===== config.mk =====
export PLATFORM = sky130hd
export DESIGN_NAME = dspcm_top
export DESIGN_NICKNAME = d
export VERILOG_FILES = /design/src/design/dspcm_pkg.sv /design/src/design/dspcm_rate_gen.sv /design/src/design/dspcm_top.sv
export SDC_FILE = /design/constraint.sdc
export NUM_CORES = 1
export LEC_CHECK = 0
export ABC_AREA = 0
export ABC_CLOCK_PERIOD_IN_PS = 10430
export BUFFER_PORTS_ARGS = -buffer_cell sky130_fd_sc_hd__buf_2
export CORE_MARGIN = 4
export CORE_UTILIZATION = 63
export CTS_BUF_LIST = sky130_fd_sc_hd__clkbuf_2 sky130_fd_sc_hd__clkbuf_4 sky130_fd_sc_hd__clkbuf_8
export DETAILED_ROUTE_END_ITERATION = 16
export GPL_ROUTABILITY_DRIVEN = 0
export PLACE_DENSITY = 0.83
export SLEW_MARGIN = 20
export SYNTH_ARGS = -nofsm -noshare
export SYNTH_HDL_FRONTEND = slang
export SYNTH_HIERARCHICAL = 1
export SYNTH_SLANG_ARGS = --single-unit

===== constraint.sdc =====
create_clock -name ref_clk_i -period 10.43 [get_ports ref_clk_i]
set_clock_uncertainty 0.2 [all_clocks]
set_input_delay 1.5645 -clock ref_clk_i [delete_from_list [all_inputs] [get_ports ref_clk_i]]
set_output_delay 1.5645 -clock ref_clk_i [all_outputs]
set_load 0.02 [all_outputs]

===== src/design/dspcm_pkg.sv =====
package dspcm_pkg;

  // Register word indices on the plain register port
  localparam logic [3:0] CLOCK_MODE_REG_ADDR = 4'h0;
  localparam logic [3:0] BUS_CONTROL_REG_ADDR = 4'h1;
  localparam logic [3:0] STATUS_REG_ADDR = 4'h2;
  localparam int DATA_W = 16;
  localparam int ADDR_W = 4;

  // Clock mode register fields
  localparam int CMR_PLL_EN_POS = 0;
  localparam int CMR_FRAC_POS = 1;
  localparam int CMR_INT_POS = 3;
  localparam logic [3:0] CMR_INT_RESET = 4'h1;
  localparam logic [1:0] CMR_FRAC_RESET = 2'h0;

  // Bus control register field
  localparam int OUT_DIV_POS = 0;
  localparam logic [1:0] OUT_DIV_NONE = 2'h0;
  localparam logic [1:0] OUT_DIV_RESET = 2'h3;

  // Status register fields
  localparam int STS_LOCKED_POS = 0;
  localparam int STS_PLL_SRC_POS = 1;
  localparam int STS_DIV4_POS = 2;
  localparam int STS_PINS_POS = 3;

  // Mode pin codes, pin 3 in the top bit
  localparam logic [2:0] PINS_DIV2_A = 3'h0;
  localparam logic [2:0] PINS_DIV4 = 3'h5;
  localparam logic [2:0] PINS_DIV2_B = 3'h7;

  // Lock time
  localparam int SYS_CLK_KHZ = 125000;
  localparam int LOCK_TIME_MS = 30;
  localparam int LOCK_CYCLES = LOCK_TIME_MS * SYS_CLK_KHZ;

  localparam int PERIOD_W = 12;

  typedef enum logic [1:0] {
    DSPCM_SRC_DIV2,
    DSPCM_SRC_DIV4,
    DSPCM_SRC_PLL
  } dspcm_src_e;

  typedef enum logic [1:0] {
    DSPCM_PLL_OFF,
    DSPCM_PLL_LOCKING,
    DSPCM_PLL_LOCKED
  } dspcm_pll_e;

  typedef struct packed {
    logic [3:0] mult_int;
    logic [1:0] mult_frac;
    logic pll_en;
  } dspcm_cmr_s;

  typedef struct packed {
    logic [ADDR_W-1:0] addr;
    logic [DATA_W-1:0] wr_data;
    logic wr;
    logic rd;
  } dspcm_bus_s;

  function automatic logic [5:0] dspcm_mult_q(input dspcm_cmr_s c);
    logic [5:0] q;
    q = {c.mult_int, c.mult_frac};
    if (c.mult_int == 4'h0) begin
      q = 6'h04;
    end
    return q;
  endfunction

endpackage


===== src/design/dspcm_rate_gen.sv =====
`timescale 1ns/10ps
// Emits one pulse per machine clock edge (two per machine cycle)
module dspcm_rate_gen (
  input wire logic ref_clk_i,
  input wire logic reset_n_i,
  input wire logic ref_edge_i,
  input wire dspcm_pkg::dspcm_src_e src_i,
  input wire logic [5:0] mult_q_i,
  input wire logic [dspcm_pkg::PERIOD_W-1:0] period_i,
  output logic edge_o
);

  typedef struct packed {
    dspcm_pkg::dspcm_src_e src;
    logic half;
    logic [dspcm_pkg::PERIOD_W+2:0] acc;
    logic edge_p;
  } dspcm_rg_s;

  dspcm_rg_s r;
  dspcm_rg_s next_r;

  always_comb begin
    logic [dspcm_pkg::PERIOD_W+2:0] sum;
    logic [dspcm_pkg::PERIOD_W+2:0] thresh;
    sum = '0;
    thresh = {1'b0, period_i, 2'b00};
    next_r = r;
    next_r.edge_p = 1'b0;
    next_r.src = src_i;
    if (src_i != r.src) begin
      next_r.acc = '0;
      next_r.half = 1'b0;
    end else begin
      unique case (src_i)
        dspcm_pkg::DSPCM_SRC_DIV2: begin
          next_r.edge_p = ref_edge_i;
        end
        dspcm_pkg::DSPCM_SRC_DIV4: begin
          if (ref_edge_i) begin
            next_r.half = ~r.half;
            next_r.edge_p = r.half;
          end
        end
        dspcm_pkg::DSPCM_SRC_PLL: begin
          // 2N edges per reference period, N in quarters
          sum = r.acc + {{(dspcm_pkg::PERIOD_W-4){1'b0}}, mult_q_i, 1'b0};
          if (period_i != '0 && sum >= thresh) begin
            next_r.acc = sum - thresh;
            next_r.edge_p = 1'b1;
          end else begin
            next_r.acc = sum;
          end
        end
        default: begin
          next_r.edge_p = 1'b0;
        end
      endcase
    end
  end

  always_ff @(posedge ref_clk_i or negedge reset_n_i) begin
    if (!reset_n_i) begin
      r <= '{src: dspcm_pkg::DSPCM_SRC_DIV2, half: 1'b0, acc: '0,
             edge_p: 1'b0};
    end else begin
      r <= next_r;
    end
  end

  assign edge_o = r.edge_p;

endmodule


===== src/design/dspcm_top.sv =====
`timescale 1ns/10ps
module dspcm_top #(
  parameter int unsigned LOCK_CYCLES = dspcm_pkg::LOCK_CYCLES
) (
  input wire logic ref_clk_i,
  input wire logic reset_n_i,
  input wire logic reference_clock_input_i,
  input wire logic mode_select_pin_1_i,
  input wire logic mode_select_pin_2_i,
  input wire logic mode_select_pin_3_i,
  input wire logic [dspcm_pkg::ADDR_W-1:0] addr_i,
  input wire logic [dspcm_pkg::DATA_W-1:0] wr_data_i,
  input wire logic wr_i,
  input wire logic rd_i,
  output logic [dspcm_pkg::DATA_W-1:0] rd_data_o,
  output logic machine_edge_o,
  output logic machine_clock_output_o,
  output logic pll_locked_o
);

  typedef struct packed {
    logic [2:0] pins_s1;
    logic [2:0] pins_s2;
    logic ref_s1;
    logic ref_s2;
    logic ref_d;
    logic [1:0] strap_cnt;
    logic [2:0] pins;
    logic strap_div4;
    dspcm_pkg::dspcm_cmr_s cmr;
    logic [1:0] out_div;
    dspcm_pkg::dspcm_pll_e pll;
    logic [31:0] lock_cnt;
    logic [dspcm_pkg::PERIOD_W-1:0] per_cnt;
    logic [dspcm_pkg::PERIOD_W-1:0] period;
    logic [1:0] out_cnt;
    logic clk_out;
    logic locked;
    logic [dspcm_pkg::DATA_W-1:0] rd_data;
  } dspcm_st_s;

  dspcm_st_s s;
  dspcm_st_s next_s;
  dspcm_pkg::dspcm_bus_s bus;
  dspcm_pkg::dspcm_src_e src;
  logic ref_edge;
  logic mach_edge;

  // Clock mode register word to fields and back
  function automatic dspcm_pkg::dspcm_cmr_s dspcm_cmr_unpack(
    input logic [dspcm_pkg::DATA_W-1:0] w
  );
    dspcm_pkg::dspcm_cmr_s c;
    c.pll_en = w[dspcm_pkg::CMR_PLL_EN_POS];
    c.mult_frac = w[dspcm_pkg::CMR_FRAC_POS +: 2];
    c.mult_int = w[dspcm_pkg::CMR_INT_POS +: 4];
    return c;
  endfunction

  function automatic logic [dspcm_pkg::DATA_W-1:0] dspcm_cmr_pack(
    input dspcm_pkg::dspcm_cmr_s c
  );
    logic [dspcm_pkg::DATA_W-1:0] w;
    w = '0;
    w[dspcm_pkg::CMR_PLL_EN_POS] = c.pll_en;
    w[dspcm_pkg::CMR_FRAC_POS +: 2] = c.mult_frac;
    w[dspcm_pkg::CMR_INT_POS +: 4] = c.mult_int;
    return w;
  endfunction

  assign bus = '{addr: addr_i, wr_data: wr_data_i, wr: wr_i, rd: rd_i};
  // No edge until the sync stages hold real pin samples
  assign ref_edge = s.ref_s2 & ~s.ref_d & (s.strap_cnt == 2'h3);

  always_comb begin
    if (s.locked) begin
      src = dspcm_pkg::DSPCM_SRC_PLL;
    end else if (s.strap_div4) begin
      src = dspcm_pkg::DSPCM_SRC_DIV4;
    end else begin
      src = dspcm_pkg::DSPCM_SRC_DIV2;
    end
  end

  dspcm_rate_gen u_rate_gen (
    .ref_clk_i(ref_clk_i),
    .reset_n_i(reset_n_i),
    .ref_edge_i(ref_edge),
    .src_i(src),
    .mult_q_i(dspcm_pkg::dspcm_mult_q(s.cmr)),
    .period_i(s.period),
    .edge_o(mach_edge)
  );

  always_comb begin
    dspcm_pkg::dspcm_cmr_s wcmr;
    logic [dspcm_pkg::DATA_W-1:0] rv;
    wcmr = '0;
    rv = '0;
    next_s = s;
    next_s.pins_s1 = {mode_select_pin_3_i, mode_select_pin_2_i,
                      mode_select_pin_1_i};
    next_s.pins_s2 = s.pins_s1;
    next_s.ref_s1 = reference_clock_input_i;
    next_s.ref_s2 = s.ref_s1;
    next_s.ref_d = s.ref_s2;

    // Straps caught once the sync stages hold real pin samples
    if (s.strap_cnt != 2'h3) begin
      next_s.strap_cnt = s.strap_cnt + 2'h1;
      next_s.pins = s.pins_s2;
      next_s.strap_div4 = (s.pins_s2 == dspcm_pkg::PINS_DIV4);
    end

    // Reference period in system cycles, saturating
    if (ref_edge) begin
      next_s.period = s.per_cnt;
      next_s.per_cnt = {{(dspcm_pkg::PERIOD_W-1){1'b0}}, 1'b1};
    end else if (s.per_cnt != '1) begin
      next_s.per_cnt = s.per_cnt + 1'b1;
    end

    // Lock sequencing
    unique case (s.pll)
      dspcm_pkg::DSPCM_PLL_OFF: begin
        next_s.lock_cnt = '0;
      end
      dspcm_pkg::DSPCM_PLL_LOCKING: begin
        if (s.lock_cnt >= LOCK_CYCLES - 1) begin
          next_s.pll = dspcm_pkg::DSPCM_PLL_LOCKED;
        end else begin
          next_s.lock_cnt = s.lock_cnt + 32'h1;
        end
      end
      dspcm_pkg::DSPCM_PLL_LOCKED: begin
        next_s.lock_cnt = '0;
      end
      default: begin
        next_s.pll = dspcm_pkg::DSPCM_PLL_OFF;
      end
    endcase

    // Register writes
    if (bus.wr) begin
      unique case (bus.addr)
        dspcm_pkg::CLOCK_MODE_REG_ADDR: begin
          wcmr = dspcm_cmr_unpack(bus.wr_data);
          next_s.cmr = wcmr;
          next_s.lock_cnt = '0;
          if (wcmr.pll_en) begin
            next_s.pll = dspcm_pkg::DSPCM_PLL_LOCKING;
          end else begin
            next_s.pll = dspcm_pkg::DSPCM_PLL_OFF;
          end
        end
        dspcm_pkg::BUS_CONTROL_REG_ADDR: begin
          next_s.out_div = bus.wr_data[dspcm_pkg::OUT_DIV_POS +: 2];
        end
        default: begin
          next_s.out_div = s.out_div;
        end
      endcase
    end

    // Register reads, data valid one cycle later only
    if (bus.rd) begin
      unique case (bus.addr)
        dspcm_pkg::CLOCK_MODE_REG_ADDR: begin
          rv = dspcm_cmr_pack(s.cmr);
        end
        dspcm_pkg::BUS_CONTROL_REG_ADDR: begin
          rv[dspcm_pkg::OUT_DIV_POS +: 2] = s.out_div;
        end
        dspcm_pkg::STATUS_REG_ADDR: begin
          rv[dspcm_pkg::STS_LOCKED_POS] = s.locked;
          rv[dspcm_pkg::STS_PLL_SRC_POS] = (src == dspcm_pkg::DSPCM_SRC_PLL);
          rv[dspcm_pkg::STS_DIV4_POS] = s.strap_div4;
          rv[dspcm_pkg::STS_PINS_POS +: 3] = s.pins;
        end
        default: begin
          rv = '0;
        end
      endcase
    end
    next_s.rd_data = rv;

    // Clock output pin: toggles every (out_div + 1) machine edges
    if (mach_edge) begin
      if (s.out_div == dspcm_pkg::OUT_DIV_NONE ||
          s.out_cnt >= s.out_div) begin
        next_s.clk_out = ~s.clk_out;
        next_s.out_cnt = 2'h0;
      end else begin
        next_s.out_cnt = s.out_cnt + 2'h1;
      end
    end

    // Lock flag kept in a flop so the output leaves a register
    next_s.locked = (next_s.pll == dspcm_pkg::DSPCM_PLL_LOCKED);
  end

  always_ff @(posedge ref_clk_i or negedge reset_n_i) begin
    if (!reset_n_i) begin
      s <= '0;
      s.cmr <= '{mult_int: dspcm_pkg::CMR_INT_RESET,
                 mult_frac: dspcm_pkg::CMR_FRAC_RESET, pll_en: 1'b0};
      s.out_div <= dspcm_pkg::OUT_DIV_RESET;
      s.pll <= dspcm_pkg::DSPCM_PLL_OFF;
    end else begin
      s <= next_s;
    end
  end

  assign rd_data_o = s.rd_data;
  assign machine_edge_o = mach_edge;
  assign machine_clock_output_o = s.clk_out;
  assign pll_locked_o = s.locked;

endmodule


# --- Yosys cells after proc, flatten, opt, wreduce, memory -nomap -nowiden ---
# Cells that the tools add are included.
totals:
  input_bits: 28
  wordCells: 93
  regBits: 121
op_classes:
  eq_ne: 12
  reduce_logical: 17
  muxes: 26
  bitwise: 5
  n_addsub: 6
  n_lt_le_gt_ge: 3
ops:
  columns: ["operator", "count"]
  rows:
  - ["two-way mux 34 bit", 2]
  - ["case mux 32 bit (2 select lines)", 1]
  - ["adder 32 x 1 -> 32 bit, second input constant", 1]
  - ["greater-or-equal comparator 32 x 22 -> 1 bit, second input constant", 1]
  - ["two-way mux 32 bit", 1]
  - ["two-way mux 15 bit", 2]
  - ["two-way mux 12 bit", 2]
  - ["two-way mux 16 bit", 1]
  - ["adder 15 x 7 -> 15 bit", 1]
  - ["greater-or-equal comparator 15 x 14 -> 1 bit", 1]
  - ["subtractor 15 x 14 -> 15 bit", 1]
  - ["adder 12 x 1 -> 12 bit, second input constant", 1]
  - ["!= test 12 bit, second input constant", 1]
  - ["nonzero test 12 bit", 1]
  - ["== test 2 bit, second input constant", 4]
  - ["logical NOT 4 bit", 2]
  - ["two-way mux 1 bit", 8]
  - ["case mux 4 bit (2 select lines)", 1]
  - ["AND reduction 2 bit", 4]
  - ["nonzero test 2 bit", 4]
  - ["two-way mux 7 bit", 1]
  - ["logical NOT 2 bit", 3]
  - ["two-way mux 2 bit", 3]
  - ["two-way mux 6 bit", 1]
  - ["16 further kinds", 21]

# --- Depth between registers and ports, before layout ---
depth:
  word_depth: 8
  depth_mapped: 19
  ltp_nobuf: 18

# --- Modules after synthesis ---
# Netlist, hierarchy kept.
by_module_without_submodules:
  columns: ["mod", "area_per_inst_um2", "instances", "seq_area_each_um2", "cells_per_inst"]
  rows:
  - ["dspcm_top", 4280.4, 1, 2331.0, 414]
  - ["dspcm_rate_gen", 1970.6, 1, 450.4, 241]

# --- Least setup slack after synthesis ---
# OpenSTA, ideal clock, no wires.
synth_timing:
  kind: "reg2reg"
  startpoint: "register s[84] (netlist bit)"
  endpoint: "register u_rate_gen/r[8] (netlist bit)"
  slack_ps: 5872
  t_arrival_ps: 4226
  setup_time_ps: 131
  stages_incl_launch_ff: 18
  required_ps: 10099
  cell_sequence: "dfrtp_1 -> nor4_1 -> nor2b_1 -> ha_1 -> fa_1 -> a211oi_1 -> o21ai_0 -> a21oi_1 -> nor2b_1 -> xnor2_1 -> inv_1 -> ha_1 -> or3_1 -> or4_4 -> a31oi_4 -> a21boi_4 -> and3_1 -> or3_1"
synth_between:
  elab_chain_len: 8
  elab_cells_between_ends: 9
  classes_between: "add/sub: 2; order compare: 1; mux: 4; reduce/logical: 2"
synth_lines:
  columns: ["item", "line", "source"]
  rows:
  - ["start: declaration", "dspcm_top.sv:42", "dspcm_st_s s;"]
  - ["start signal: assignment", "dspcm_top.sv:210", "s <= next_s;"]
  - ["logical NOT 4 bit", "dspcm_pkg.sv:68", "if (c.mult_int == 4'h0) begin"]
  - ["two-way mux 6 bit (*)", "dspcm_pkg.sv:68", null]
  - ["adder 15 x 7 -> 15 bit (*)", "dspcm_rate_gen.sv:47", "sum = r.acc + {{(dspcm_pkg::PERIOD_W-4){1'b0}}, mult_q_i, 1'b0};"]
  - ["greater-or-equal comparator 15 x 14 -> 1 bit", "dspcm_rate_gen.sv:48", "if (period_i != '0 && sum >= thresh) begin"]
  - ["logical AND 1 bit", "dspcm_rate_gen.sv:48", null]
  - ["two-way mux 15 bit (*)", "dspcm_rate_gen.sv:48", null]
  - ["two-way mux 15 bit (*)", "dspcm_rate_gen.sv:35", "unique case (src_i)"]
  - ["two-way mux 16 bit (*)", "dspcm_rate_gen.sv:31", "if (src_i != r.src) begin"]
  - ["end signal: assignment", "dspcm_rate_gen.sv:64", "r <= '{src: dspcm_pkg::DSPCM_SRC_DIV2, half: 1'b0, acc: '0,"]
  - ["end signal: assignment", "dspcm_rate_gen.sv:67", "r <= next_r;"]
  - ["end: declaration", "dspcm_rate_gen.sv:20", "dspcm_rg_s r;"]
# Mark *: on every way between the ends. The rest lies on a longest branch, timed or not. The select of a mux whose other input is x is not followed.
# A chain may end at the register's enable or synchronous reset.

# --- Final worst setup path ---
# Same ends and word-level chain as after synthesis.

==> flow_metrics.py <==
metrics = {
    "critical_path": {
        "cp_data_arrival_time_ns": 5.62,
        "critical_path_required_ns": 10.48,
        "setup_cp_type": "reg2reg",
        "maximum_fanout_encountered_on_the_critical_timing_path": 19,
        "type_of_origin_of_the_critical_path": "flop",
        "end_kind": "flop",
        "timing.reg2reg.setup_slack_ns": 4.87,
    },
    "placed_design": {
        "place.detailed.instances": 789,
        "hpwl_um": 9410,
        "postPlaceCellArea_um2": 6400,
        "input_output_buffers": 28,
    },
    "routing": {
        "dr.pass1.iters": 7,
        "routed_wirelength_um": 12900,
        "drt_first_iter_violations": 362,
        "viasPerCell": 6.08,
        "detail_route.drc_violations": 0,
        "wl_per_cell_um": 16.0,
        "detailroute.via_count": 4891,
        "final_antenna_net_count": 0,
    },
    "yosys": {
        "netlist-cell-type-count": 66,
        "synth_fa_ha_area_share_pct": 5.24,
        "synthCells": 655,
        "synth_enable_flop_cells": 0,
        "synth-compound-area-share_pct": 12.9,
        "combinational_family_with_the_most_area_after_synthesis": "simple AND/OR/NAND/NOR gates",
        "ys_ff_latch": 111,
        "yosys_warnings": 6,
        "synth.avg_cell_area_um2": 9.54,
        "synth_sequential_area_ratio_pct": 44.5,
        "synth_simple_gate_area_share_pct": 22.4,
        "synth_mux_area_share_pct": 5.54,
        "asyncSetResetFlopFracSynth_pct": 100,
        "synth-xor-area-share_pct": 4.20,
        "synth_ff_type": "dfrtp_1",
        "synthesis.area_um2": 6250,
    },
    "final_layout": {
        "layout.cell_area.non_filler_um2": 6620,
        "antennaDiodeCount": 0,
        "final_common_cell": "dfrtp_1",
        "layoutNonFillerInstCount": 805,
        "layout-drive-gt1-share_pct": 11.9,
        "leading_cell_types_in_the_layout_fill_and_taps_excluded": "108 x dfrtp_1, 81 x nand2_1, 35 x nor2_1",
        "utilization_pct": 68.1,
        "nets": 720,
        "area_growth_pct": 5.92,
    },
    "clock_tree": {
        "clkLatencyLatePin_ns": 0.37,
        "cts.htree.levels": 3,
        "cts-resized-gates": 0,
        "tritoncts": "yes",
        "post_cts_hold_buffer_count": 0,
        "clock_tree.buffer_depth": 2,
        "number_of_buffers_added_for_setup_after_cts": 0,
        "cts-root-buf": "clkbuf_8",
        "clock_sink_total": 111,
        "clk_transition_reported_paths_ns": 0.10,
        "cts_buffers": 9,
    },
    "sta": {
        "rsz0062_at_grt": "false",
        "final-hold-violation-count": 0,
        "setup_viol": 0,
        "worst_slew_pin_tran_ns": 0.918,
        "timing.setup.tns_ns": 0,
        "max_freq_mhz": 180,
        "finalMaxSlewViolations": 0,
        "finalCritPeriodShare_pct": 53.3,
        "finalCriticalPeriod_ns": 5.56,
        "slew_headroom_pct": 38.3,
    },
    "floorplanning": {
        "die_w_um": 108,
        "fp-row-count": 36,
        "design.die.area_um2": 11600,
        "core_region_area_um2": 9730,
        "io_pins": 47,
        "initial_utilization_pct": 64.2,
        "floorplan.die.height_um": 108,
    },
    "global_routing": {
        "met1_usage_pct": 29.6,
        "first_global_vias": 4750,
        "grt_first_pass_wirelength_um": 22100,
        "grt_antenna_before_repair": 0,
        "groute.usage.overall_pct": 23.6,
        "global_route.peak_usage_layer": "met2",
        "grt_max_degree": 71,
        "global_route.usage.met2_pct": 41.6,
        "grt_remaining_overflow": 0,
        "use_met3_pct": 4.38,
    },
    "pwr": {
        "power.density_cell_area_nw_per_um2": 172,
        "leakage_component_of_the_power_uw": 0.00305,
        "max-vdd-ir-drop_mv": 0.0988,
    },
    "status": {
        "status": "completed",
    },
    "worst_hold_path": {
        "min-delay-path-class": "reg2reg",
    },
    "run": {
        "max_cap_viol_count": 0,
    },
}
==> metrics by stage <==
stage | total power, uW | setup WS, ns | hold WS, ns
6_report | 1140 | 4.87 | 0.158
5_1_grt | 1200 | 4.50 | 0.169
4_1_cts | 1140 | 4.96 | 0.161
3_5_place_dp | 864 | 5.01 | 0.136
3_3_place_gp | 843 | 5.21 | 0.135
2_1_floorplan | 789 | 5.87 | 0.131
==> kinds of logic (layout without fill, tap and decap cells) <==
logic type,after synthesis,in the layout
XOR/XNOR,30,30
other,1,9
AND/OR/NAND/NOR,267,267
flip-flops,111,111
buffers and inverters,66,75
multiplexers,33,33
AO/OA/AOI/OAI,122,122
adder cells (fa/ha/maj),25,25
==> power breakdown <==
group / leakage (uW) / switching, uW / total (uW) / internal (uW)
Sequential: 0.00147 / 35.7 / 500 / 464
Clock: 0.000115 / 143 / 277 / 134
Combinational: 0.00146 / 209 / 364 / 155
Total: 0.00305 / 388 / 1140 / 753
==> layer usage <==
layer,wire length (um),part of all wire [%]
met5,0,0
met4,168,1.3
met3,601,4.7
met2,6580,51
met1,5560,43
==> Yosys cell counts, drive strengths merged (3+ instances only) <==
cell	count	share of area (%)
or4	16	2.0
or3	14	1.4
mux2i	20	3.2
and2	12	1.2
nor2	35	2.1
inv	27	1.6
o21ai	38	3.0
dfrtp	108	43
a211oi	4	0.56
nor3	16	1.3
nor4b	4	0.56
ha	23	4.6
and3	7	0.70
a31o	5	0.70
nand2b	11	1.1
dfstp	3	1.3
o41ai	3	0.42
nand3b	4	0.48
nand2	81	4.9
a21oi	28	2.2
nand3	28	2.2
o31ai	10	1.2
or2	4	0.40
o21a	6	0.72
xor2	11	1.5
buf	19	2.4
nor2b	8	0.80
clkbuf	20	1.2
xnor2	19	2.7
a31oi	7	0.94
a21o	4	0.50
o211ai	3	0.36
nor4	12	1.4
mux2	13	2.3
nand4	6	0.60
==> path summary, 6_finish.rpt <==
check / to / cells after the start / startpoint
hold reg to reg: s[97]$_DFF_PN0_ / 0 / next_s[97]$_DFF_PN0_
setup / recovery: u_rate_gen/r[8]$_DFFE_PN0P_ / 18 / s[84]$_DFFE_PN0P_
max in group asynchronous: u_rate_gen/r[2]$_DFFE_PN0P_ / 2 / reset_n_i
hold / removal: s[97]$_DFF_PN0_ / 0 / next_s[97]$_DFF_PN0_
min in group asynchronous: s[56]$_DFF_PN0_ / 1 / reset_n_i
setup reg to reg: u_rate_gen/r[8]$_DFFE_PN0P_ / 18 / s[84]$_DFFE_PN0P_
==> state kept, by name, indices dropped and copies added, names as in the netlist <==
register                flops
s                          79
machine_clock_output_o      1
pll_locked_o                1
u_rate_gen/r               17
u_rate_gen/edge_o           1
rd_data_o                   7
next_s                      5
==> critical path, cell delays in order (launching register included) <==
cell      delay, ns
dfrtp_1        0.47
nor4_1         0.39
nor2b_1        0.09
ha_1           0.24
fa_1           0.45
a211oi_1       0.34
o21ai_0        0.14
a21oi_1        0.41
nor2b_1        0.12
xnor2_1        0.24
inv_1          0.09
ha_1           0.37
inv_1          0.08
o21a_1         0.22
a211oi_1       0.34
a31oi_4        0.16
a21boi_4       0.53
o21ai_0        0.21
or3_1          0.34
==> layout make-up <==
cell class | count | area (um^2)
Fill cell | 754 | 3110
Clock inverter | 4 | 58.8
Timing Repair Buffer | 32 | 173
Inverter | 27 | 101
Clock buffer | 12 | 165
Tap cell | 133 | 166
Multi-Input combinational cell | 486 | 3180
Sequential cell | 111 | 2780
Note: power is estimated with default switching activity, not from simulation.
